$ cat src/spiph_defines.svh
// Register indices, field positions, reset values and rate masks of the serial block
`ifndef SPIPH_DEFINES_SVH
`define SPIPH_DEFINES_SVH

// ==========================================================
// Register indices, byte address is four times the index
`define SPIPH_IDX_CTRL   6'h10
`define SPIPH_IDX_STAT   6'h11
`define SPIPH_IDX_DATA   6'h12

// ==========================================================
// Control register fields
`define SPIPH_CTRL_RXIE  7
`define SPIPH_CTRL_MST   5
`define SPIPH_CTRL_CLOCK_POLARITY_SELECT  4
`define SPIPH_CTRL_CLOCK_PHASE_SELECT  3
`define SPIPH_CTRL_EN    1
`define SPIPH_CTRL_TXIE  0

// ==========================================================
// Status and control register fields
`define SPIPH_STAT_RXF    7
`define SPIPH_STAT_ERIE   6
`define SPIPH_STAT_OVR    5
`define SPIPH_STAT_MODE_FAULT_FLAG   4
`define SPIPH_STAT_TXE    3
`define SPIPH_STAT_MODE_FAULT_ENABLE 2
`define SPIPH_STAT_RATE   1:0

// ==========================================================
// Reset values
`define SPIPH_BIT_RST    1'b0
`define SPIPH_TXE_RST    1'b1
`define SPIPH_BYTE_RST   8'h00
`define SPIPH_RATE_RST   2'h0

// ==========================================================
// Divider masks: half bit and whole bit per rate setting
`define SPIPH_HALF_RATE_DIVIDE_TWO   7'h00
`define SPIPH_HALF_RATE_DIVIDE_EIGHT   7'h03
`define SPIPH_HALF_RATE_DIVIDE_THIRTYTWO  7'h0F
`define SPIPH_HALF_RATE_DIVIDE_ONETWENTYEIGHT 7'h3F
`define SPIPH_FULL_RATE_DIVIDE_TWO   7'h01
`define SPIPH_FULL_RATE_DIVIDE_EIGHT   7'h07
`define SPIPH_FULL_RATE_DIVIDE_THIRTYTWO  7'h1F
`define SPIPH_FULL_RATE_DIVIDE_ONETWENTYEIGHT 7'h7F
`define SPIPH_LAST_EDGE   4'hF

`endif

$ cat src/spiph_pkg.sv
// Types shared by the serial block
package spiph_pkg;
  typedef enum logic {spiph_idle, spiph_run} spiph_state_e;
  typedef logic [7:0] spiph_byte_t;
endpackage

$ cat src/spiph_core.sv
// Serial peripheral block: phase formats, start latency, overrun and mode fault
// Functional notes
// - Phase 1 master drives first bit at first edge
// - Phase 1 slave starts on first clock edge
// - Phase 1 select may stay low between bytes
// - Slave drives data out only while selected
// - Master transfer starts only on data write
// - Phase 0 idle half bit, phase 1 edge first
// - Master clock divider runs only enabled master
// - Clock edges at bus clock low midpoint
// - Start delay at most one bit time
// - Overrun on first capture, keep old byte
// - Overrun and fault share one error enable
// - Fault flag set only with fault enable
// - Receive and error requests share one output
// - Master sets fault when select sampled low
// - Master fault: disable, empty, clear, release pins
// - Fault leaves master select bit unchanged
// - Slave faults when select rises mid transfer
// - Phase 0 select pulse faults, phase 1 not
// - Slave fault keeps enable and slave logic
// - Deselected slave floats output, ignores clocks
// - Fault clears by status read, control write
// - Receive full set on move, read clears
// - Phase 0 select fall starts each transfer
// - Disabled block partially resets, sets transmit empty, keeps other flags
`timescale 1ns/1ps
`include "spiph_defines.svh"

module spiph_core (
  // Clock and reset
  input  wire logic        clk_sys_i,
  input  wire logic        nrst_i,
  // Avalon-MM slave
  input  wire logic [7:0]  avs_address_i,
  input  wire logic        avs_read_i,
  input  wire logic        avs_write_i,
  input  wire logic [31:0] avs_writedata_i,
  input  wire logic [3:0]  avs_byteenable_i,
  output logic      [31:0] avs_readdata_o,
  output logic             avs_waitrequest_o,
  // Serial clock pin
  input  wire logic        sck_i,
  output logic             sck_o,
  output logic             sck_oe_o,
  // Master out slave in pin
  input  wire logic        mosi_i,
  output logic             mosi_o,
  output logic             mosi_oe_o,
  // Master in slave out pin
  input  wire logic        miso_i,
  output logic             miso_o,
  output logic             miso_oe_o,
  // Slave select, active low
  input  wire logic        ss_n_i,
  // Interrupt requests
  output logic             irq_rx_err_o,
  output logic             irq_tx_o
);

  // ==========================================================
  // Input synchronisers
  logic ss_m, ss_s, ss_d, sck_m, sck_s, sck_d, mosi_m, mosi_s, miso_m, miso_s;

  // Pins are asynchronous; third stage only feeds edge detect
  // Two-flop delay on miso: master capture needs rate /8 or slower
  always_ff @(posedge clk_sys_i or negedge nrst_i) begin
    if (!nrst_i) begin
      {ss_m, ss_s, ss_d}    <= 3'h7;
      {sck_m, sck_s, sck_d} <= 3'h0;
      {mosi_m, mosi_s}      <= 2'h0;
      {miso_m, miso_s}      <= 2'h0;
    end else begin
      {ss_m, ss_s, ss_d}    <= {ss_n_i, ss_m, ss_s};
      {sck_m, sck_s, sck_d} <= {sck_i, sck_m, sck_s};
      {mosi_m, mosi_s}      <= {mosi_i, mosi_m};
      {miso_m, miso_s}      <= {miso_i, miso_m};
    end
  end

  // ==========================================================
  // Bus handshake
  logic        wait_q, next_wait;
  logic [31:0] rdata_q, next_rdata;
  logic        acc;
  logic [5:0]  idx;
  logic [7:0]  ctl_val, stat_val;

  // Control
  logic en_q, mst_q, clock_polarity_select_q, clock_phase_select_q, rxie_q, txie_q, erie_q, mode_fault_enable_q;
  logic [1:0] rate_q;
  // Flags and their clear sequences
  logic rxf_q, ovr_q, mode_fault_flag_q, txe_q, rxf_arm_q, ovr_arm_q, mode_fault_flag_arm_q;
  // Data path
  spiph_pkg::spiph_byte_t txbuf_q, rxdata_q, tx_sh_q, rx_sh_q;
  spiph_pkg::spiph_state_e st_q;
  logic [3:0] ecnt_q;
  logic [6:0] div_q;
  logic dout_q, drop_q, sck_q, sck_oe_q, mosi_oe_q, miso_oe_q, irq_re_q, irq_tx_q;

  assign idx      = avs_address_i[7:2];
  assign acc      = (avs_read_i | avs_write_i) & ~wait_q;
  assign ctl_val  = {rxie_q, 1'b0, mst_q, clock_polarity_select_q, clock_phase_select_q, 1'b0, en_q, txie_q};
  assign stat_val = {rxf_q, erie_q, ovr_q, mode_fault_flag_q, txe_q, mode_fault_enable_q, rate_q};

  // One wait cycle per access; data is latched while waiting
  always_comb begin
    next_wait  = ~((avs_read_i | avs_write_i) & wait_q);
    next_rdata = rdata_q;
    if (avs_read_i && wait_q) begin
      unique case (idx)
        `SPIPH_IDX_CTRL: next_rdata = {24'h000000, ctl_val};
        `SPIPH_IDX_STAT: next_rdata = {24'h000000, stat_val};
        `SPIPH_IDX_DATA: next_rdata = {24'h000000, rxdata_q};
        default:         next_rdata = 32'h00000000;
      endcase
    end
  end

  always_ff @(posedge clk_sys_i or negedge nrst_i) begin
    if (!nrst_i) begin
      wait_q  <= 1'b1;
      rdata_q <= 32'h00000000;
    end else begin
      wait_q  <= next_wait;
      rdata_q <= next_rdata;
    end
  end

  assign avs_waitrequest_o = wait_q;
  assign avs_readdata_o    = rdata_q;

  // ==========================================================
  // Core: registers, flags, divider and shift engine
  logic next_en, next_mst, next_clock_polarity_select, next_clock_phase_select, next_rxie, next_txie, next_erie, next_mode_fault_enable;
  logic [1:0] next_rate;
  logic next_rxf, next_ovr, next_mode_fault_flag, next_txe, next_rxf_arm, next_ovr_arm, next_mode_fault_flag_arm;
  spiph_pkg::spiph_byte_t next_txbuf, next_rxdata, next_tx_sh, next_rx_sh;
  spiph_pkg::spiph_state_e next_st;
  logic [3:0] next_ecnt;
  logic [6:0] next_div, hmask, fmask;
  logic next_dout, next_drop, next_sck, next_sck_oe, next_mosi_oe, next_miso_oe;
  logic next_irq_re, next_irq_tx;
  logic wr_ctl, wr_stat, wr_data, rd_stat, rd_data;
  logic m_act, s_act, half_tick, full_tick, start, edge_ev, lead, sample, fault_m, fault_s;
  spiph_pkg::spiph_byte_t src;

  assign wr_ctl  = acc & avs_write_i & avs_byteenable_i[0] & (idx == `SPIPH_IDX_CTRL);
  assign wr_stat = acc & avs_write_i & avs_byteenable_i[0] & (idx == `SPIPH_IDX_STAT);
  assign wr_data = acc & avs_write_i & avs_byteenable_i[0] & (idx == `SPIPH_IDX_DATA);
  assign rd_stat = acc & avs_read_i & (idx == `SPIPH_IDX_STAT);
  assign rd_data = acc & avs_read_i & (idx == `SPIPH_IDX_DATA);
  assign m_act   = en_q & mst_q;
  assign s_act   = en_q & ~mst_q;
  assign fault_m = m_act & mode_fault_enable_q & ~ss_s;
  assign fault_s = s_act & mode_fault_enable_q & (st_q == spiph_pkg::spiph_run) & ~ss_d & ss_s;

  always_comb begin
    unique case (rate_q)
      2'h0: begin hmask = `SPIPH_HALF_RATE_DIVIDE_TWO;   fmask = `SPIPH_FULL_RATE_DIVIDE_TWO;   end
      2'h1: begin hmask = `SPIPH_HALF_RATE_DIVIDE_EIGHT;   fmask = `SPIPH_FULL_RATE_DIVIDE_EIGHT;   end
      2'h2: begin hmask = `SPIPH_HALF_RATE_DIVIDE_THIRTYTWO;  fmask = `SPIPH_FULL_RATE_DIVIDE_THIRTYTWO;  end
      2'h3: begin hmask = `SPIPH_HALF_RATE_DIVIDE_ONETWENTYEIGHT; fmask = `SPIPH_FULL_RATE_DIVIDE_ONETWENTYEIGHT; end
    endcase
  end

  // edges launch from the bus clock, mid low phase outside
  assign half_tick = m_act & ((div_q & hmask) == hmask);
  assign full_tick = m_act & ((div_q & fmask) == fmask);

  // Next state of the whole core; later assignments win
  always_comb begin
    next_en = en_q;     next_mst = mst_q;   next_clock_polarity_select = clock_polarity_select_q;   next_clock_phase_select = clock_phase_select_q;
    next_rxie = rxie_q; next_txie = txie_q; next_erie = erie_q;   next_mode_fault_enable = mode_fault_enable_q;
    next_rate = rate_q; next_rxf = rxf_q;   next_ovr = ovr_q;     next_mode_fault_flag = mode_fault_flag_q;
    next_txe = txe_q;   next_txbuf = txbuf_q; next_rxdata = rxdata_q;
    next_rxf_arm = rxf_arm_q; next_ovr_arm = ovr_arm_q; next_mode_fault_flag_arm = mode_fault_flag_arm_q;
    next_tx_sh = tx_sh_q; next_rx_sh = rx_sh_q; next_st = st_q; next_ecnt = ecnt_q;
    next_dout = dout_q; next_drop = drop_q; next_sck = sck_q;
    start = 1'b0; edge_ev = 1'b0; lead = 1'b0; src = tx_sh_q;
    // divider free runs only as enabled master
    next_div = m_act ? 7'(div_q + 7'h01) : 7'h00;
    // Software writes
    if (wr_ctl) begin
      next_rxie = avs_writedata_i[`SPIPH_CTRL_RXIE];
      next_mst  = avs_writedata_i[`SPIPH_CTRL_MST];
      next_clock_polarity_select = avs_writedata_i[`SPIPH_CTRL_CLOCK_POLARITY_SELECT];
      next_clock_phase_select = avs_writedata_i[`SPIPH_CTRL_CLOCK_PHASE_SELECT];
      next_en   = avs_writedata_i[`SPIPH_CTRL_EN];
      next_txie = avs_writedata_i[`SPIPH_CTRL_TXIE];
    end
    if (wr_stat) begin
      next_erie   = avs_writedata_i[`SPIPH_STAT_ERIE];
      next_mode_fault_enable = avs_writedata_i[`SPIPH_STAT_MODE_FAULT_ENABLE];
      next_rate   = avs_writedata_i[`SPIPH_STAT_RATE];
    end
    // the data write queues the byte that starts a master transfer
    if (wr_data) begin
      next_txbuf = avs_writedata_i[7:0];
      next_txe   = 1'b0;
    end
    // Arm two-step clears with what the status read showed
    if (rd_stat) begin
      next_rxf_arm  = rdata_q[`SPIPH_STAT_RXF];
      next_ovr_arm  = rdata_q[`SPIPH_STAT_OVR];
      next_mode_fault_flag_arm = rdata_q[`SPIPH_STAT_MODE_FAULT_FLAG];
    end
    // status read then data read clears receive full
    if (rd_data && rxf_arm_q) begin
      next_rxf     = 1'b0;
      next_rxf_arm = 1'b0;
    end
    // overrun clears by the same sequence
    if (rd_data && ovr_arm_q) begin
      next_ovr     = 1'b0;
      next_ovr_arm = 1'b0;
    end
    // control write completes the clear only without a live fault
    if (wr_ctl && mode_fault_flag_arm_q && !fault_m && !fault_s) begin
      next_mode_fault_flag     = 1'b0;
      next_mode_fault_flag_arm = 1'b0;
    end
    if (fault_m || fault_s) begin
      next_mode_fault_flag_arm = 1'b0;
    end
    // Start and edge detection per role
    if (m_act) begin
      // start on a bit boundary, at most one bit time after write
      if (st_q == spiph_pkg::spiph_idle && !txe_q && full_tick) begin
        start = 1'b1;
      end
      // phase 1 start cycle is itself the first clock edge
      // phase 0 waits a half bit before the first edge
      edge_ev = (st_q == spiph_pkg::spiph_run && half_tick) || (start && clock_phase_select_q);
      lead    = (sck_q == clock_polarity_select_q);
    end else if (s_act && !ss_s) begin
      // clock edges count only while selected
      lead = (sck_s != clock_polarity_select_q);
      // phase 0 transfer starts at the select fall
      // select alone starts phase 0 only
      if (st_q == spiph_pkg::spiph_idle && !clock_phase_select_q && ss_d) begin
        start = 1'b1;
      end
      // phase 1 transfer starts at the first clock edge
      // select may have stayed low since the last byte
      if (st_q == spiph_pkg::spiph_idle && clock_phase_select_q && (sck_s ^ sck_d) && lead) begin
        start = 1'b1;
      end
      edge_ev = (sck_s ^ sck_d) && (st_q == spiph_pkg::spiph_run || start);
    end
    sample = lead ^ clock_phase_select_q;
    // Load: a late slave write resends the old shift contents
    if (start) begin
      if (!txe_q) begin
        src      = txbuf_q;
        next_txe = 1'b1;
      end
      next_dout  = src[7];
      next_tx_sh = {src[6:0], 1'b0};
      // Phase 1 start is itself the first edge, so count it
      next_ecnt  = {3'h0, edge_ev};
      next_drop  = 1'b0;
      next_st    = spiph_pkg::spiph_run;
    end
    if (edge_ev) begin
      if (m_act) begin
        next_sck = ~sck_q;
      end
      if (sample) begin
        next_rx_sh = {rx_sh_q[6:0], m_act ? miso_s : mosi_s};
        // first capture with unread byte: flag, drop the new byte
        if (ecnt_q == {3'h0, clock_phase_select_q} && rxf_q) begin
          next_ovr  = 1'b1;
          next_drop = 1'b1;
        end
      end else if (!start) begin
        next_dout  = tx_sh_q[7];
        next_tx_sh = {tx_sh_q[6:0], 1'b0};
      end
      if (!start) begin
        next_ecnt = 4'(ecnt_q + 4'h1);
      end
      // sixteenth edge ends the byte and fills the receiver
      if (ecnt_q == `SPIPH_LAST_EDGE && !start) begin
        next_st = spiph_pkg::spiph_idle;
        if (!next_drop) begin
          next_rxdata = next_rx_sh;
          next_rxf    = 1'b1;
        end
      end
    end
    // fault flag sets only with its enable
    // slave fault touches neither enable nor slave logic
    if (fault_s) begin
      next_mode_fault_flag = 1'b1;
    end
    // master fault disables, empties and clears the counter
    // master select bit is left as it was
    if (fault_m) begin
      next_mode_fault_flag = 1'b1;
      next_en   = 1'b0;
      next_txe  = 1'b1;
      next_st   = spiph_pkg::spiph_idle;
      next_ecnt = 4'h0;
    end
    // disabled block aborts and clears, sets transmit empty, other flags and control kept
    if (!en_q) begin
      next_txe   = 1'b1;
      next_st    = spiph_pkg::spiph_idle;
      next_ecnt  = 4'h0;
      next_tx_sh = `SPIPH_BYTE_RST;
      next_rx_sh = `SPIPH_BYTE_RST;
      next_sck   = clock_polarity_select_q;
    end
    // pins return to port control when disabled
    // master ignores its select only via the fault enable
    next_sck_oe  = m_act & ~fault_m;
    next_mosi_oe = m_act & ~fault_m;
    next_miso_oe = s_act & ~ss_s;
    // one error enable gates both error flags
    // receive and error share one request line
    next_irq_re = (rxie_q & en_q & rxf_q) | (erie_q & (ovr_q | mode_fault_flag_q));
    next_irq_tx = txie_q & txe_q;
  end

  always_ff @(posedge clk_sys_i or negedge nrst_i) begin
    if (!nrst_i) begin
      {en_q, mst_q, clock_polarity_select_q, clock_phase_select_q} <= {4{`SPIPH_BIT_RST}};
      {rxie_q, txie_q, erie_q, mode_fault_enable_q} <= {4{`SPIPH_BIT_RST}};
      rate_q <= `SPIPH_RATE_RST;
      {rxf_q, ovr_q, mode_fault_flag_q} <= {3{`SPIPH_BIT_RST}};
      {rxf_arm_q, ovr_arm_q, mode_fault_flag_arm_q} <= {3{`SPIPH_BIT_RST}};
      txe_q <= `SPIPH_TXE_RST;
      {txbuf_q, rxdata_q, tx_sh_q, rx_sh_q} <= {4{`SPIPH_BYTE_RST}};
      st_q <= spiph_pkg::spiph_idle;
      ecnt_q <= 4'h0;
      div_q <= 7'h00;
      {dout_q, drop_q, sck_q, sck_oe_q} <= {4{`SPIPH_BIT_RST}};
      {mosi_oe_q, miso_oe_q, irq_re_q, irq_tx_q} <= {4{`SPIPH_BIT_RST}};
    end else begin
      {en_q, mst_q, clock_polarity_select_q, clock_phase_select_q} <= {next_en, next_mst, next_clock_polarity_select, next_clock_phase_select};
      {rxie_q, txie_q, erie_q, mode_fault_enable_q} <= {next_rxie, next_txie, next_erie, next_mode_fault_enable};
      rate_q <= next_rate;
      {rxf_q, ovr_q, mode_fault_flag_q} <= {next_rxf, next_ovr, next_mode_fault_flag};
      {rxf_arm_q, ovr_arm_q, mode_fault_flag_arm_q} <= {next_rxf_arm, next_ovr_arm, next_mode_fault_flag_arm};
      txe_q <= next_txe;
      {txbuf_q, rxdata_q, tx_sh_q, rx_sh_q} <= {next_txbuf, next_rxdata, next_tx_sh, next_rx_sh};
      st_q <= next_st;
      ecnt_q <= next_ecnt;
      div_q <= next_div;
      {dout_q, drop_q, sck_q, sck_oe_q} <= {next_dout, next_drop, next_sck, next_sck_oe};
      {mosi_oe_q, miso_oe_q, irq_re_q, irq_tx_q} <= {next_mosi_oe, next_miso_oe, next_irq_re, next_irq_tx};
    end
  end

  // Pin drivers; one data flop serves both roles
  assign sck_o        = sck_q;
  assign sck_oe_o     = sck_oe_q;
  assign mosi_o       = dout_q;
  assign mosi_oe_o    = mosi_oe_q;
  assign miso_o       = dout_q;
  assign miso_oe_o    = miso_oe_q;
  assign irq_rx_err_o = irq_re_q;
  assign irq_tx_o     = irq_tx_q;

  // ==========================================================
  // Assertions
  property p_miso_float;
    @(posedge clk_sys_i) disable iff (!nrst_i) ss_s |=> !miso_oe_o;
  endproperty
  a_miso_float: assert property (p_miso_float) else $error("slave output driven while deselected");

  property p_fault_gate;
    @(posedge clk_sys_i) disable iff (!nrst_i) (!mode_fault_enable_q && !mode_fault_flag_q) |=> !mode_fault_flag_q;
  endproperty
  a_fault_gate: assert property (p_fault_gate) else $error("fault flag set without enable");

  property p_master_fault;
    @(posedge clk_sys_i) disable iff (!nrst_i)
      (en_q && mst_q && mode_fault_enable_q && !ss_s) |=> (mode_fault_flag_q && !en_q && txe_q && st_q == spiph_pkg::spiph_idle)
      ##1 (!sck_oe_o && !mosi_oe_o);
  endproperty
  a_master_fault: assert property (p_master_fault) else $error("master fault effects missing");

  property p_mst_kept;
    @(posedge clk_sys_i) disable iff (!nrst_i) ($rose(mode_fault_flag_q) && !$past(wr_ctl)) |-> $stable(mst_q);
  endproperty
  a_mst_kept: assert property (p_mst_kept) else $error("fault changed master select");

  property p_start_delay;
    @(posedge clk_sys_i) disable iff (!nrst_i)
      (wr_data && en_q && mst_q && st_q == spiph_pkg::spiph_idle) |=> ##[0:128] (st_q == spiph_pkg::spiph_run || !en_q);
  endproperty
  a_start_delay: assert property (p_start_delay) else $error("master transfer start too late");

  property p_overrun;
    @(posedge clk_sys_i) disable iff (!nrst_i)
      (edge_ev && sample && rxf_q && ecnt_q == {3'h0, clock_phase_select_q}) |=> (ovr_q && $stable(rxdata_q));
  endproperty
  a_overrun: assert property (p_overrun) else $error("overrun not flagged or byte replaced");

  property p_disable;
    @(posedge clk_sys_i) disable iff (!nrst_i) !en_q |=> (txe_q && st_q == spiph_pkg::spiph_idle && ecnt_q == 4'h0);
  endproperty
  a_disable: assert property (p_disable) else $error("disabled block not partially reset");

  property p_mode_fault_flag_clear;
    @(posedge clk_sys_i) disable iff (!nrst_i) $fell(mode_fault_flag_q) |-> $past(wr_ctl && mode_fault_flag_arm_q);
  endproperty
  a_mode_fault_flag_clear: assert property (p_mode_fault_flag_clear) else $error("fault flag cleared out of sequence");

  property p_rxf_clear;
    @(posedge clk_sys_i) disable iff (!nrst_i) $fell(rxf_q) |-> $past(rd_data && rxf_arm_q);
  endproperty
  a_rxf_clear: assert property (p_rxf_clear) else $error("receive full cleared out of sequence");

  property p_err_gate;
    @(posedge clk_sys_i) disable iff (!nrst_i) (!erie_q && !(rxie_q && en_q && rxf_q)) |=> !irq_rx_err_o;
  endproperty
  a_err_gate: assert property (p_err_gate) else $error("error request without shared enable");

  property p_slave_fault_keeps;
    @(posedge clk_sys_i) disable iff (!nrst_i) (fault_s && !wr_ctl) |=> (en_q && mode_fault_flag_q);
  endproperty
  a_slave_fault_keeps: assert property (p_slave_fault_keeps) else $error("slave fault changed enable");

endmodule // spiph_core

$ cat config.mk
export PLATFORM = sky130hd
export DESIGN_NAME = spiph_core
export DESIGN_NICKNAME = d
export VERILOG_FILES = /design/src/spiph_pkg.sv /design/src/spiph_core.sv
export VERILOG_INCLUDE_DIRS = /design/src /design/src/src
export SDC_FILE = /design/constraint.sdc
export NUM_CORES = 1
export LEC_CHECK = 0
export BUFFER_PORTS_ARGS = -buffer_cell sky130_fd_sc_hd__buf_2
export CAP_MARGIN = 20
export CORE_MARGIN = 3
export CORE_UTILIZATION = 59
export DETAILED_ROUTE_END_ITERATION = 8
export HOLD_SLACK_MARGIN = 0.02
export PLACE_DENSITY = 0.89
export SYNTH_ARGS = -nofsm -noshare
export SYNTH_HDL_FRONTEND = slang
export SYNTH_SLANG_ARGS = --single-unit
$ cat constraint.sdc
create_clock -name clk_sys_i -period 6.2 [get_ports clk_sys_i]
set_clock_uncertainty 0.1 [all_clocks]
set_input_delay 0.31 -clock clk_sys_i [delete_from_list [all_inputs] [get_ports clk_sys_i]]
set_output_delay 0.31 -clock clk_sys_i [all_outputs]
set_load 0.005 [all_outputs]
==> results of run 1 <==
cell type report:
type,instances,area share
clock buffer,12,0.0310
tap,96,0.0256
multi-input combinational,282,0.402
sequential,87,0.466
inverter,2,0.00160
clock inverter,4,0.00962
timing repair buffer,48,0.0636
placed cells by master (no fill, tap or decap), types with 6 or more instances in the layout:
| cell | netlist | final |
|---|---|---|
| dfrtp_1 | 82 | 82 |
| o21ai_0 | 24 | 24 |
| nand3_1 | 11 | 11 |
| mux2_2 | 34 | 34 |
| nand2_1 | 53 | 53 |
| dlygate4sd3_1 | 0 | 6 |
| mux2i_1 | 15 | 15 |
| nor2b_1 | 8 | 8 |
| a22o_1 | 18 | 18 |
| conb_1 | 1 | 24 |
| clkbuf_8 | 0 | 10 |
| nor2_1 | 13 | 13 |
| buf_2 | 4 | 39 |
| a21oi_1 | 17 | 17 |
| xor2_1 | 6 | 6 |
cells by family (layout without fill, tap and decap cells):
logic type / after synthesis / after routing
other: 1 / 24
adders and majority gates: 2 / 2
DFF: 87 / 87
xor gates and xnor gates: 8 / 8
and+or+nand+nor: 119 / 119
muxes: 49 / 49
AOI/OAI and AO/OA: 80 / 80
buffers and inverters: 45 / 66
power groups by stage:
stage,Sequential [mW],Clock (mW),Combinational [mW]
final,0.595,0.386,0.0685
after global routing,0.596,0.423,0.0772
after CTS,0.594,0.396,0.0656
after detailed placement,0.605,0,0.0629
after global placement,0.604,0,0.0608
after floorplan,0.599,0,0.0502
worst paths after layout:
path	from	slack [ns]	endpoint
min reg2reg	miso_m$_DFF_PN0_	0.25	miso_s$_DFF_PN0_
max in group asynchronous	nrst_i	5.10	txe_q$_DFF_PN1_
min	avs_read_i	0.04	avs_waitrequest_o$_DFF_PN1_
max	en_q$_DFFE_PN0P_	2.72	rxdata_q[4]$_DFFE_PN0P_
min in group asynchronous	nrst_i	0.27	miso_o$_DFF_PN0_
max reg2reg	en_q$_DFFE_PN0P_	2.72	rxdata_q[4]$_DFFE_PN0P_
per-stage QoR:
stage	hold slack [ns]	total power, mW
3_5_place_dp	0.235	0.668
6_report	0.0414	1.05
5_1_grt	0.0450	1.10
2_1_floorplan	-0.0856	0.649
3_3_place_gp	0.232	0.665
4_1_cts	0.0354	1.06
state kept, by name, summed over array words and instances (netlist names), 2 cells and up:
name / count
avs_readdata_o: 8
div_q: 7
ecnt_q: 4
rx_sh_q: 8
tx_sh_q: 8
rate_q: 2
txbuf_q: 8
rxdata_q: 8
cells in the mapped netlist (3+ instances only):
library cell	n	area share
dfrtp_1	82	0.48
nand2_1	53	0.047
mux2_2	34	0.090
buf_4	28	0.049
o21ai_0	24	0.028
a22o_1	18	0.037
a21oi_1	17	0.020
mux2i_1	15	0.035
nor2_1	13	0.011
nand3_1	11	0.013
clkbuf_1	10	0.0088
nor2b_1	8	0.012
xor2_1	6	0.012
dfstp_2	5	0.031
nand2b_1	5	0.0073
a21o_1	4	0.0070
a31oi_1	4	0.0059
buf_2	4	0.0047
and2_1	3	0.0044
and3_1	3	0.0044
layer usage:
| metal | vias to the layer above | wire length (µm) | share of wire | GRT usage |
|---|---|---|---|---|
| met1 | 1497 | 3610 | 0.42 | 0.279 |
| met3 | 16 | 581 | 0.067 | 0.0580 |
| met4 | 0 | 155 | 0.018 | 0.0829 |
| met2 | 107 | 4300 | 0.50 | 0.354 |
| met5 | - | 0 | 0 | 0 |
| li1 | 1416 | - | - | - |
==> qor.txt, run 1 <==
run status -> completed
Adder-Cell Fraction of Synth Area -> 0.00587
core area -> 0.00691 mm²
die width -> 91.0 µm
Final ANT Viol Nets -> 0
Slew @ Worst Pin -> 1.04 ns
Synth Area in XOR/XNOR -> 0.0164
Starting DRT DRC Count -> 243
combinational share of power -> 0.065
CTS tree -> done
Tmin final -> 3.48 ns
NumNets Final -> 484
postcts setup bufs -> 0
root buf cell -> clkbuf_8
placed cells -> 507
die area -> 0.00828 mm²
multiplexer share of the synthesized area -> 0.125
post-CTS sizing -> 0
Routed WL per cell -> 16.3 µm
Max Cap Viol -> 0
total global routing overflow -> 0
multi-input logic area -> 0.00188 mm²
GRT Overall Usage -> 0.218
Syn Area/Cell -> 10.9 µm²
CP max-delay cell -> dfrtp_1
worst vdd ir -> 159 µV
FF-to-FF path depth -> 6
Mapped Cells -> 391
CP delay by family, top -> simple AND/OR/NAND/NOR gates
die height -> 91.0 µm
Pleak -> 2.29 nW
Critical Path Sink Type -> flip-flop
min setup slack post-route -> 2.72 ns
Worst setup SP type -> flip-flop
Mapped Area -> 0.00426 mm²
internal power -> 804 µW
DRT Pass-1 Iters -> 4
HP Class -> input pin to flip-flop
CTS clk-pin slew, worst paths -> 0.08 ns
I/O pin cnt -> 93
GPL Wtd Cong -> 0.859
DP Area -> 0.00440 mm²
worst path arrival time -> 3.62 ns
first-pass GRT wire length -> 14400 µm
Hold Crit Depth -> 2
final max-slew violation count -> 0
fmax -> 0.288 GHz
Final Util -> 0.678
Synth Area in Simple Gates -> 0.151
clock power share -> 0.368
pre-CTS setup slack -> 2.79 ns
Rows -> 30
Post-Layout Inst Area -> 0.00468 mm²
final worst-path cycle share -> 0.561
fin cells -> 531
vias -> 3036
pin count of the biggest net entering global routing -> 88
Clk Latency, worst-skew pair -> 0.36 ns
initial antenna violation count -> 0
Seq/Total Area, Yosys -> 0.512
setup TNS -> 0 ns
number of diodes -> 0
largest family of logic cells by synthesized area -> simple AND/OR/NAND/NOR gates
RSZ-0062 raised after global routing -> no
CTS buffer count -> 9
Sink Count -> 87
top_reg_cell synth -> dfrtp_1
number of flops mapped to enable cells by yosys -> 0
I/O Buffers -> 39
vias in the first global route -> 2992
layout cells sized above 1 -> 0.248
switching power total -> 246 µW
Via density -> 5.72
Worst path max stage delay -> 0.82 ns
CTS Hold Bufs -> 5
H-tree depth -> 3
DP Wirelength -> 5860 µm
Final Hold Vio Count -> 0
CP bufs+invs -> 0
compound-gate portion of the synthesized area -> 0.123
Crit path depth -> 6
Initial Util -> 0.617
asr flop ratio synth -> 1.00
Ys Warns -> 0
PwrDens -> 224 mW/mm²
Clock Tree Buf Depth -> 2
CP required -> 6.34 ns
DRT Wirelength -> 8650 µm
# DRC -> 0
switch share -> 0.234
sequence of cells on the critical path -> nand2_1 > nor4_2 > and3_1 > o21ai_2 > nor4_4 > mux2_2
Area Growth Syn to Fin -> 9.93%
Synth cell types -> 52
CP max FO -> 25
Sequential Power Share -> 0.567
register area -> 0.00218 mm²
final setup violation count -> 0
post-synthesis register bit count -> 87
filler cell count -> 520
kind of critical path -> flip-flop to flip-flop
Relative slew margins -> 0.307
Power figures use the tool's default switching activity.
==> run 2, diff against run 1 <==
--- a/config.mk
+++ b/config.mk
@@ -9,10 +9,10 @@
 export BUFFER_PORTS_ARGS = -buffer_cell sky130_fd_sc_hd__buf_2
 export CAP_MARGIN = 20
 export CORE_MARGIN = 3
-export CORE_UTILIZATION = 59
+export CORE_UTILIZATION = 54
 export DETAILED_ROUTE_END_ITERATION = 8
 export HOLD_SLACK_MARGIN = 0.02
-export PLACE_DENSITY = 0.89
+export PLACE_DENSITY = 0.82
 export SYNTH_ARGS = -nofsm -noshare
 export SYNTH_HDL_FRONTEND = slang
 export SYNTH_SLANG_ARGS = --single-unit
==> constraint.sdc (replaced) <==
create_clock -name clk_sys_i -period 3.2 [get_ports clk_sys_i]
set_clock_uncertainty 0.1 [all_clocks]
set_input_delay 0.16 -clock clk_sys_i [delete_from_list [all_inputs] [get_ports clk_sys_i]]
set_output_delay 0.16 -clock clk_sys_i [all_outputs]
set_load 0.005 [all_outputs]
==> run 2 against run 1 <==
Register-to-register slack got worse by 2.3 ns. Worst hold slack improved by 0.0070 ns. Non-clock buffer count rose by 16. Core utilization fell by 2.7 points. Worst setup slack got worse by 2.3 ns. Power rose by 100%. Critical path depth did not move. Routed wire length fell by 0.24%. Highest routed layer unchanged. Clock-buffer cell count rose by 1. Clock power rose by 110%. Maximum frequency rose by 24%. Die area rose by 8.6%.
==> qor.txt, run 2 (synthesis results as in run 1) <==
Tmin final -> 2.81 ns (was 3.48 ns)
Critical Path Sink Type -> flip-flop (unchanged)
vias -> 3077 (was 3036)
Relative slew margins -> 0.325 (was 0.307)
die height -> 94.8 µm (was 91.0 µm)
register area -> 0.00218 mm² (unchanged)
CTS clk-pin slew, worst paths -> 0.09 ns (was 0.08 ns)
Post-Layout Inst Area -> 0.00485 mm² (was 0.00468 mm²)
Clock Tree Buf Depth -> 2 (unchanged)
Clk Latency, worst-skew pair -> 0.36 ns (about the same)
DRT Pass-1 Iters -> 5 (was 4)
RSZ-0062 raised after global routing -> no (unchanged)
Max Cap Viol -> 0 (unchanged)
CP required -> 3.34 ns (was 6.34 ns)
Final Hold Vio Count -> 0 (unchanged)
final max-slew violation count -> 0 (unchanged)
Routed WL per cell -> 15.7 µm (was 16.3 µm)
die width -> 94.8 µm (was 91.0 µm)
Final ANT Viol Nets -> 0 (unchanged)
initial antenna violation count -> 0 (unchanged)
run status -> completed (unchanged)
WHS -> 0.0484 ns (was 0.0414 ns)
number of diodes -> 0 (unchanged)
vias in the first global route -> 2936 (was 2992)
multi-input logic area -> 0.00188 mm² (unchanged)
CTS Hold Bufs -> 15 (was 5)
most frequent cells in the layout -> 82 x dfrtp_1, 53 x nand2_1, 38 x buf_2, 34 x mux2_2 (was 82 x dfrtp_1, 53 x nand2_1, 39 x buf_2, 34 x mux2_2)
Pleak -> 2.37 nW (was 2.29 nW)
Tot Pwr -> 2.10 mW (was 1.05 mW)
pin count of the biggest net entering global routing -> 88 (unchanged)
Slew @ Worst Pin -> 1.01 ns (was 1.04 ns)
Via density -> 5.59 (was 5.72)
worst path arrival time -> 2.95 ns (was 3.62 ns)
postcts setup bufs -> 0 (unchanged)
DRT Wirelength -> 8630 µm (was 8650 µm)
total global routing overflow -> 0 (unchanged)
final worst-path cycle share -> 0.880 (was 0.561)
Sink Count -> 87 (unchanged)
H-tree depth -> 3 (unchanged)
I/O Buffers -> 39 (unchanged)
DP Area -> 0.00446 mm² (was 0.00440 mm²)
NumNets Final -> 500 (was 484)
# DRC -> 0 (unchanged)
layout cells sized above 1 -> 0.257 (was 0.248)
CP max FO -> 10 (was 25)
min setup slack post-route -> 0.385 ns (was 2.72 ns)
core area -> 0.00745 mm² (was 0.00691 mm²)
Rows -> 31 (was 30)
die area -> 0.00899 mm² (was 0.00828 mm²)
post-CTS sizing -> 0 (unchanged)
Final Util -> 0.651 (was 0.678)
worst vdd ir -> 223 µV (was 159 µV)
PwrDens -> 433 mW/mm² (was 224 mW/mm²)
Worst setup SP type -> flip-flop (unchanged)
root buf cell -> clkbuf_8 (unchanged)
GPL Wtd Cong -> 0.883 (was 0.859)
pre-CTS setup slack -> 0.420 ns (was 2.79 ns)
GRT Overall Usage -> 0.205 (was 0.218)
Initial Util -> 0.572 (was 0.617)
CTS tree -> done (unchanged)
final setup violation count -> 0 (unchanged)
fin cells -> 550 (was 531)
HP Class -> input pin to flip-flop (unchanged)
Starting DRT DRC Count -> 188 (was 243)
DP Wirelength -> 6030 µm (was 5860 µm)
filler cell count -> 567 (was 520)
Area Growth Syn to Fin -> 13.9% (was 9.93%)
fmax -> 0.355 GHz (was 0.288 GHz)
setup TNS -> 0 ns (unchanged)
placed cells -> 518 (was 507)
commonest non-fill, non-tap cell in the layout -> dfrtp_1 (unchanged)
I/O pin cnt -> 93 (unchanged)
kind of critical path -> flip-flop to flip-flop (unchanged)
CTS buffer count -> 9 (unchanged)
first-pass GRT wire length -> 14100 µm (was 14400 µm)
run 2: layout make-up:
cell class / instances / share of cell area
clock buffers: 13 / 0.0348
clock inverters: 3 / 0.00825
inverters: 2 / 0.00155
multi-input cells: 282 / 0.388
flip-flops and latches: 87 / 0.450
well taps: 99 / 0.0255
repair buffers: 64 / 0.0913
run 2: worst max-delay path, cell delays in order (launching register included):
cell,delay (ns)
dfrtp_1,0.50
or4b_1,0.58
and4b_1,0.21
or4_1,0.43
o211ai_1,0.47
mux2i_1,0.31
a21oi_1,0.10
run 2: worst paths after layout:
kind	cells past startpoint	from	end	slack (ns)
worst max-delay path	6	mst_q$_DFFE_PN0P_	tx_sh_q[6]$_DFF_PN0_	0.39
worst min-delay path	2	avs_address_i[3]	rxf_arm_q$_DFFE_PN0P_	0.05
worst max register to register	6	mst_q$_DFFE_PN0P_	tx_sh_q[6]$_DFF_PN0_	0.39
worst min register to register	0	sck_m$_DFF_PN0_	sck_s$_DFF_PN0_	0.25
max in group asynchronous	3	nrst_i	avs_waitrequest_o$_DFF_PN1_	2.24
min in group asynchronous	2	nrst_i	txbuf_q[0]$_DFFE_PN0P_	0.12
run 2: report_power, final:
group / switching [mW] / internal (mW) / total (mW)
Clock: 0.377 / 0.423 / 0.800
Sequential: 0.0228 / 1.13 / 1.15
Combinational: 0.0851 / 0.0665 / 0.152
Total: 0.485 / 1.61 / 2.10
run 2: routing by layer:
metal,part of all wire,vias to the layer above,GRT usage
met4,0.023,0,0.102
met2,0.48,105,0.311
met3,0.054,18,0.0367
met5,0,-,0
li1,-,1451,-
met1,0.45,1503,0.282
==> run 3, diff against run 2 <==
--- a/config.mk
+++ b/config.mk
@@ -9,10 +9,10 @@
 export BUFFER_PORTS_ARGS = -buffer_cell sky130_fd_sc_hd__buf_2
 export CAP_MARGIN = 20
 export CORE_MARGIN = 3
-export CORE_UTILIZATION = 54
+export CORE_UTILIZATION = 59
 export DETAILED_ROUTE_END_ITERATION = 8
 export HOLD_SLACK_MARGIN = 0.02
-export PLACE_DENSITY = 0.82
+export PLACE_DENSITY = 0.89
 export SYNTH_ARGS = -nofsm -noshare
 export SYNTH_HDL_FRONTEND = slang
 export SYNTH_SLANG_ARGS = --single-unit
==> constraint.sdc (replaced) <==
create_clock -name clk_sys_i -period 3.58 [get_ports clk_sys_i]
set_clock_uncertainty 0.1 [all_clocks]
set_input_delay 0.179 -clock clk_sys_i [delete_from_list [all_inputs] [get_ports clk_sys_i]]
set_output_delay 0.179 -clock clk_sys_i [all_outputs]
set_load 0.005 [all_outputs]
==> run 3 against run 2 <==
First-iteration DRC count rose by 19%. Sequential share of layout area rose by 0.60 points. Combinational power fell by 9.9%. Worst setup slack improved by 0.27 ns. Critical endpoint is now tx_sh_q[2]$_DFF_PN0_. Highest routed layer unchanged.
==> qor.txt, run 3 (synthesis results as in run 1) <==
Clock Tree Buf Depth -> 2 (unchanged)
# DRC -> 0 (unchanged)
GRT Overall Usage -> 0.225 (was 0.205)
Area Growth Syn to Fin -> 12.4% (was 13.9%)
Rows -> 30 (was 31)
run status -> completed (unchanged)
NumNets Final -> 498 (was 500)
Worst setup SP type -> flip-flop (unchanged)
placed cells -> 513 (was 518)
total global routing overflow -> 0 (unchanged)
fin cells -> 544 (was 550)
commonest non-fill, non-tap cell in the layout -> dfrtp_1 (unchanged)
final setup violation count -> 0 (unchanged)
Tmin final -> 2.92 ns (was 2.81 ns)
H-tree depth -> 3 (unchanged)
CP required -> 3.70 ns (was 3.34 ns)
die area -> 0.00828 mm² (was 0.00899 mm²)
core area -> 0.00691 mm² (was 0.00745 mm²)
initial antenna violation count -> 0 (unchanged)
Via density -> 5.73 (was 5.59)
HP Class -> input pin to flip-flop (unchanged)
Max Cap Viol -> 0 (unchanged)
DRT Wirelength -> 8790 µm (was 8630 µm)
most frequent cells in the layout -> 82 x dfrtp_1, 53 x nand2_1, 38 x buf_2, 34 x mux2_2 (unchanged)
Sink Count -> 87 (unchanged)
CTS tree -> done (unchanged)
layout cells sized above 1 -> 0.252 (was 0.257)
Relative slew margins -> 0.298 (was 0.325)
Final Util -> 0.693 (was 0.651)
RSZ-0062 raised after global routing -> no (unchanged)
PwrDens -> 368 mW/mm² (was 433 mW/mm²)
final worst-path cycle share -> 0.817 (was 0.880)
vias -> 3119 (was 3077)
Starting DRT DRC Count -> 224 (was 188)
CP max FO -> 12 (was 10)
DRT Pass-1 Iters -> 4 (was 5)
postcts setup bufs -> 0 (unchanged)
Post-Layout Inst Area -> 0.00479 mm² (was 0.00485 mm²)
die width -> 91.0 µm (was 94.8 µm)
Initial Util -> 0.617 (was 0.572)
root buf cell -> clkbuf_8 (unchanged)
final max-slew violation count -> 0 (unchanged)
Clk Latency, worst-skew pair -> 0.35 ns (was 0.36 ns)
worst path arrival time -> 3.05 ns (was 2.95 ns)
first-pass GRT wire length -> 14800 µm (was 14100 µm)
DP Area -> 0.00445 mm² (was 0.00446 mm²)
Routed WL per cell -> 16.2 µm (was 15.7 µm)
Critical Path Sink Type -> flip-flop (unchanged)
fmax -> 0.342 GHz (was 0.355 GHz)
vias in the first global route -> 3048 (was 2936)
Final ANT Viol Nets -> 0 (unchanged)
kind of critical path -> flip-flop to flip-flop (unchanged)
setup TNS -> 0 ns (unchanged)
I/O Buffers -> 39 (unchanged)
Slew @ Worst Pin -> 1.05 ns (was 1.01 ns)
number of diodes -> 0 (unchanged)
die height -> 91.0 µm (was 94.8 µm)
DP Wirelength -> 5950 µm (was 6030 µm)
Pleak -> 2.34 nW (was 2.37 nW)
I/O pin cnt -> 93 (unchanged)
CTS buffer count -> 9 (unchanged)
worst vdd ir -> 215 µV (was 223 µV)
pin count of the biggest net entering global routing -> 88 (unchanged)
GPL Wtd Cong -> 0.848 (was 0.883)
CTS clk-pin slew, worst paths -> 0.08 ns (was 0.09 ns)
Final Hold Vio Count -> 0 (unchanged)
run 3: critical path, cell delays in order, from the launching register on:
cell and delay [ns]:
dfrtp_1 0.50, or4b_1 0.48, and4b_1 0.20, or4_1 0.39
buf_4 0.20, o211ai_1 0.47, mux2i_1 0.32, a21oi_1 0.13
run 3: path summary, 6_finish.rpt:
check / endpoint / depth (start not counted) / startpoint / slack, ns
worst min-delay path: rxf_arm_q$_DFFE_PN0P_ / 2 / avs_address_i[3] / 0.12
max in group asynchronous: txe_q$_DFF_PN1_ / 3 / nrst_i / 2.52
worst min register to register: sck_s$_DFF_PN0_ / 0 / sck_m$_DFF_PN0_ / 0.25
worst max register to register: tx_sh_q[2]$_DFF_PN0_ / 7 / en_q$_DFFE_PN0P_ / 0.66
min in group asynchronous: txbuf_q[7]$_DFFE_PN0P_ / 2 / nrst_i / 0.21
worst max-delay path: tx_sh_q[2]$_DFF_PN0_ / 7 / en_q$_DFFE_PN0P_ / 0.66
run 3: what timing repair did:
| item | 4_1_cts | 5_1_grt |
|---|---|---|
| hold buffers | 15 | 0 |
| gates resized for setup | 0 | 0 |
| endpoints found under the hold margin | 104 | 0 |
run 3: through the flow:
step                total power [mW]  hold slack, ns  setup WS (ns)
floorplan                       1.12          -0.217           1.24
global placement                1.16           0.184          0.777
detailed placement              1.16           0.188          0.655
CTS                             1.77          0.0985          0.646
global route                    1.84           0.114          0.453
finish                          1.76           0.121          0.655
run 3: cell type report:
cell class | instances | area [µm²]
sequential | 87 | 2180
fill | 495 | 2120
multi-input combinational | 282 | 1880
timing repair buffer | 62 | 428
clock buffer | 11 | 141
tap | 96 | 120
clock inverter | 4 | 22.5
inverter | 2 | 7.51
run 3: where the power goes:
part / switching, mW / internal (mW) / total [mW]
logic: 0.0785 / 0.0586 / 0.137
registers: 0.0209 / 1.01 / 1.03
clock network: 0.333 / 0.264 / 0.597
run 3: per-layer routing:
layer	global-route usage	vias to the layer above	part of all wire
met4	0.116	0	0.028
li1	-	1445	-
met1	0.301	1537	0.43
met3	0.0431	22	0.058
met5	0	-	0
met2	0.350	115	0.48
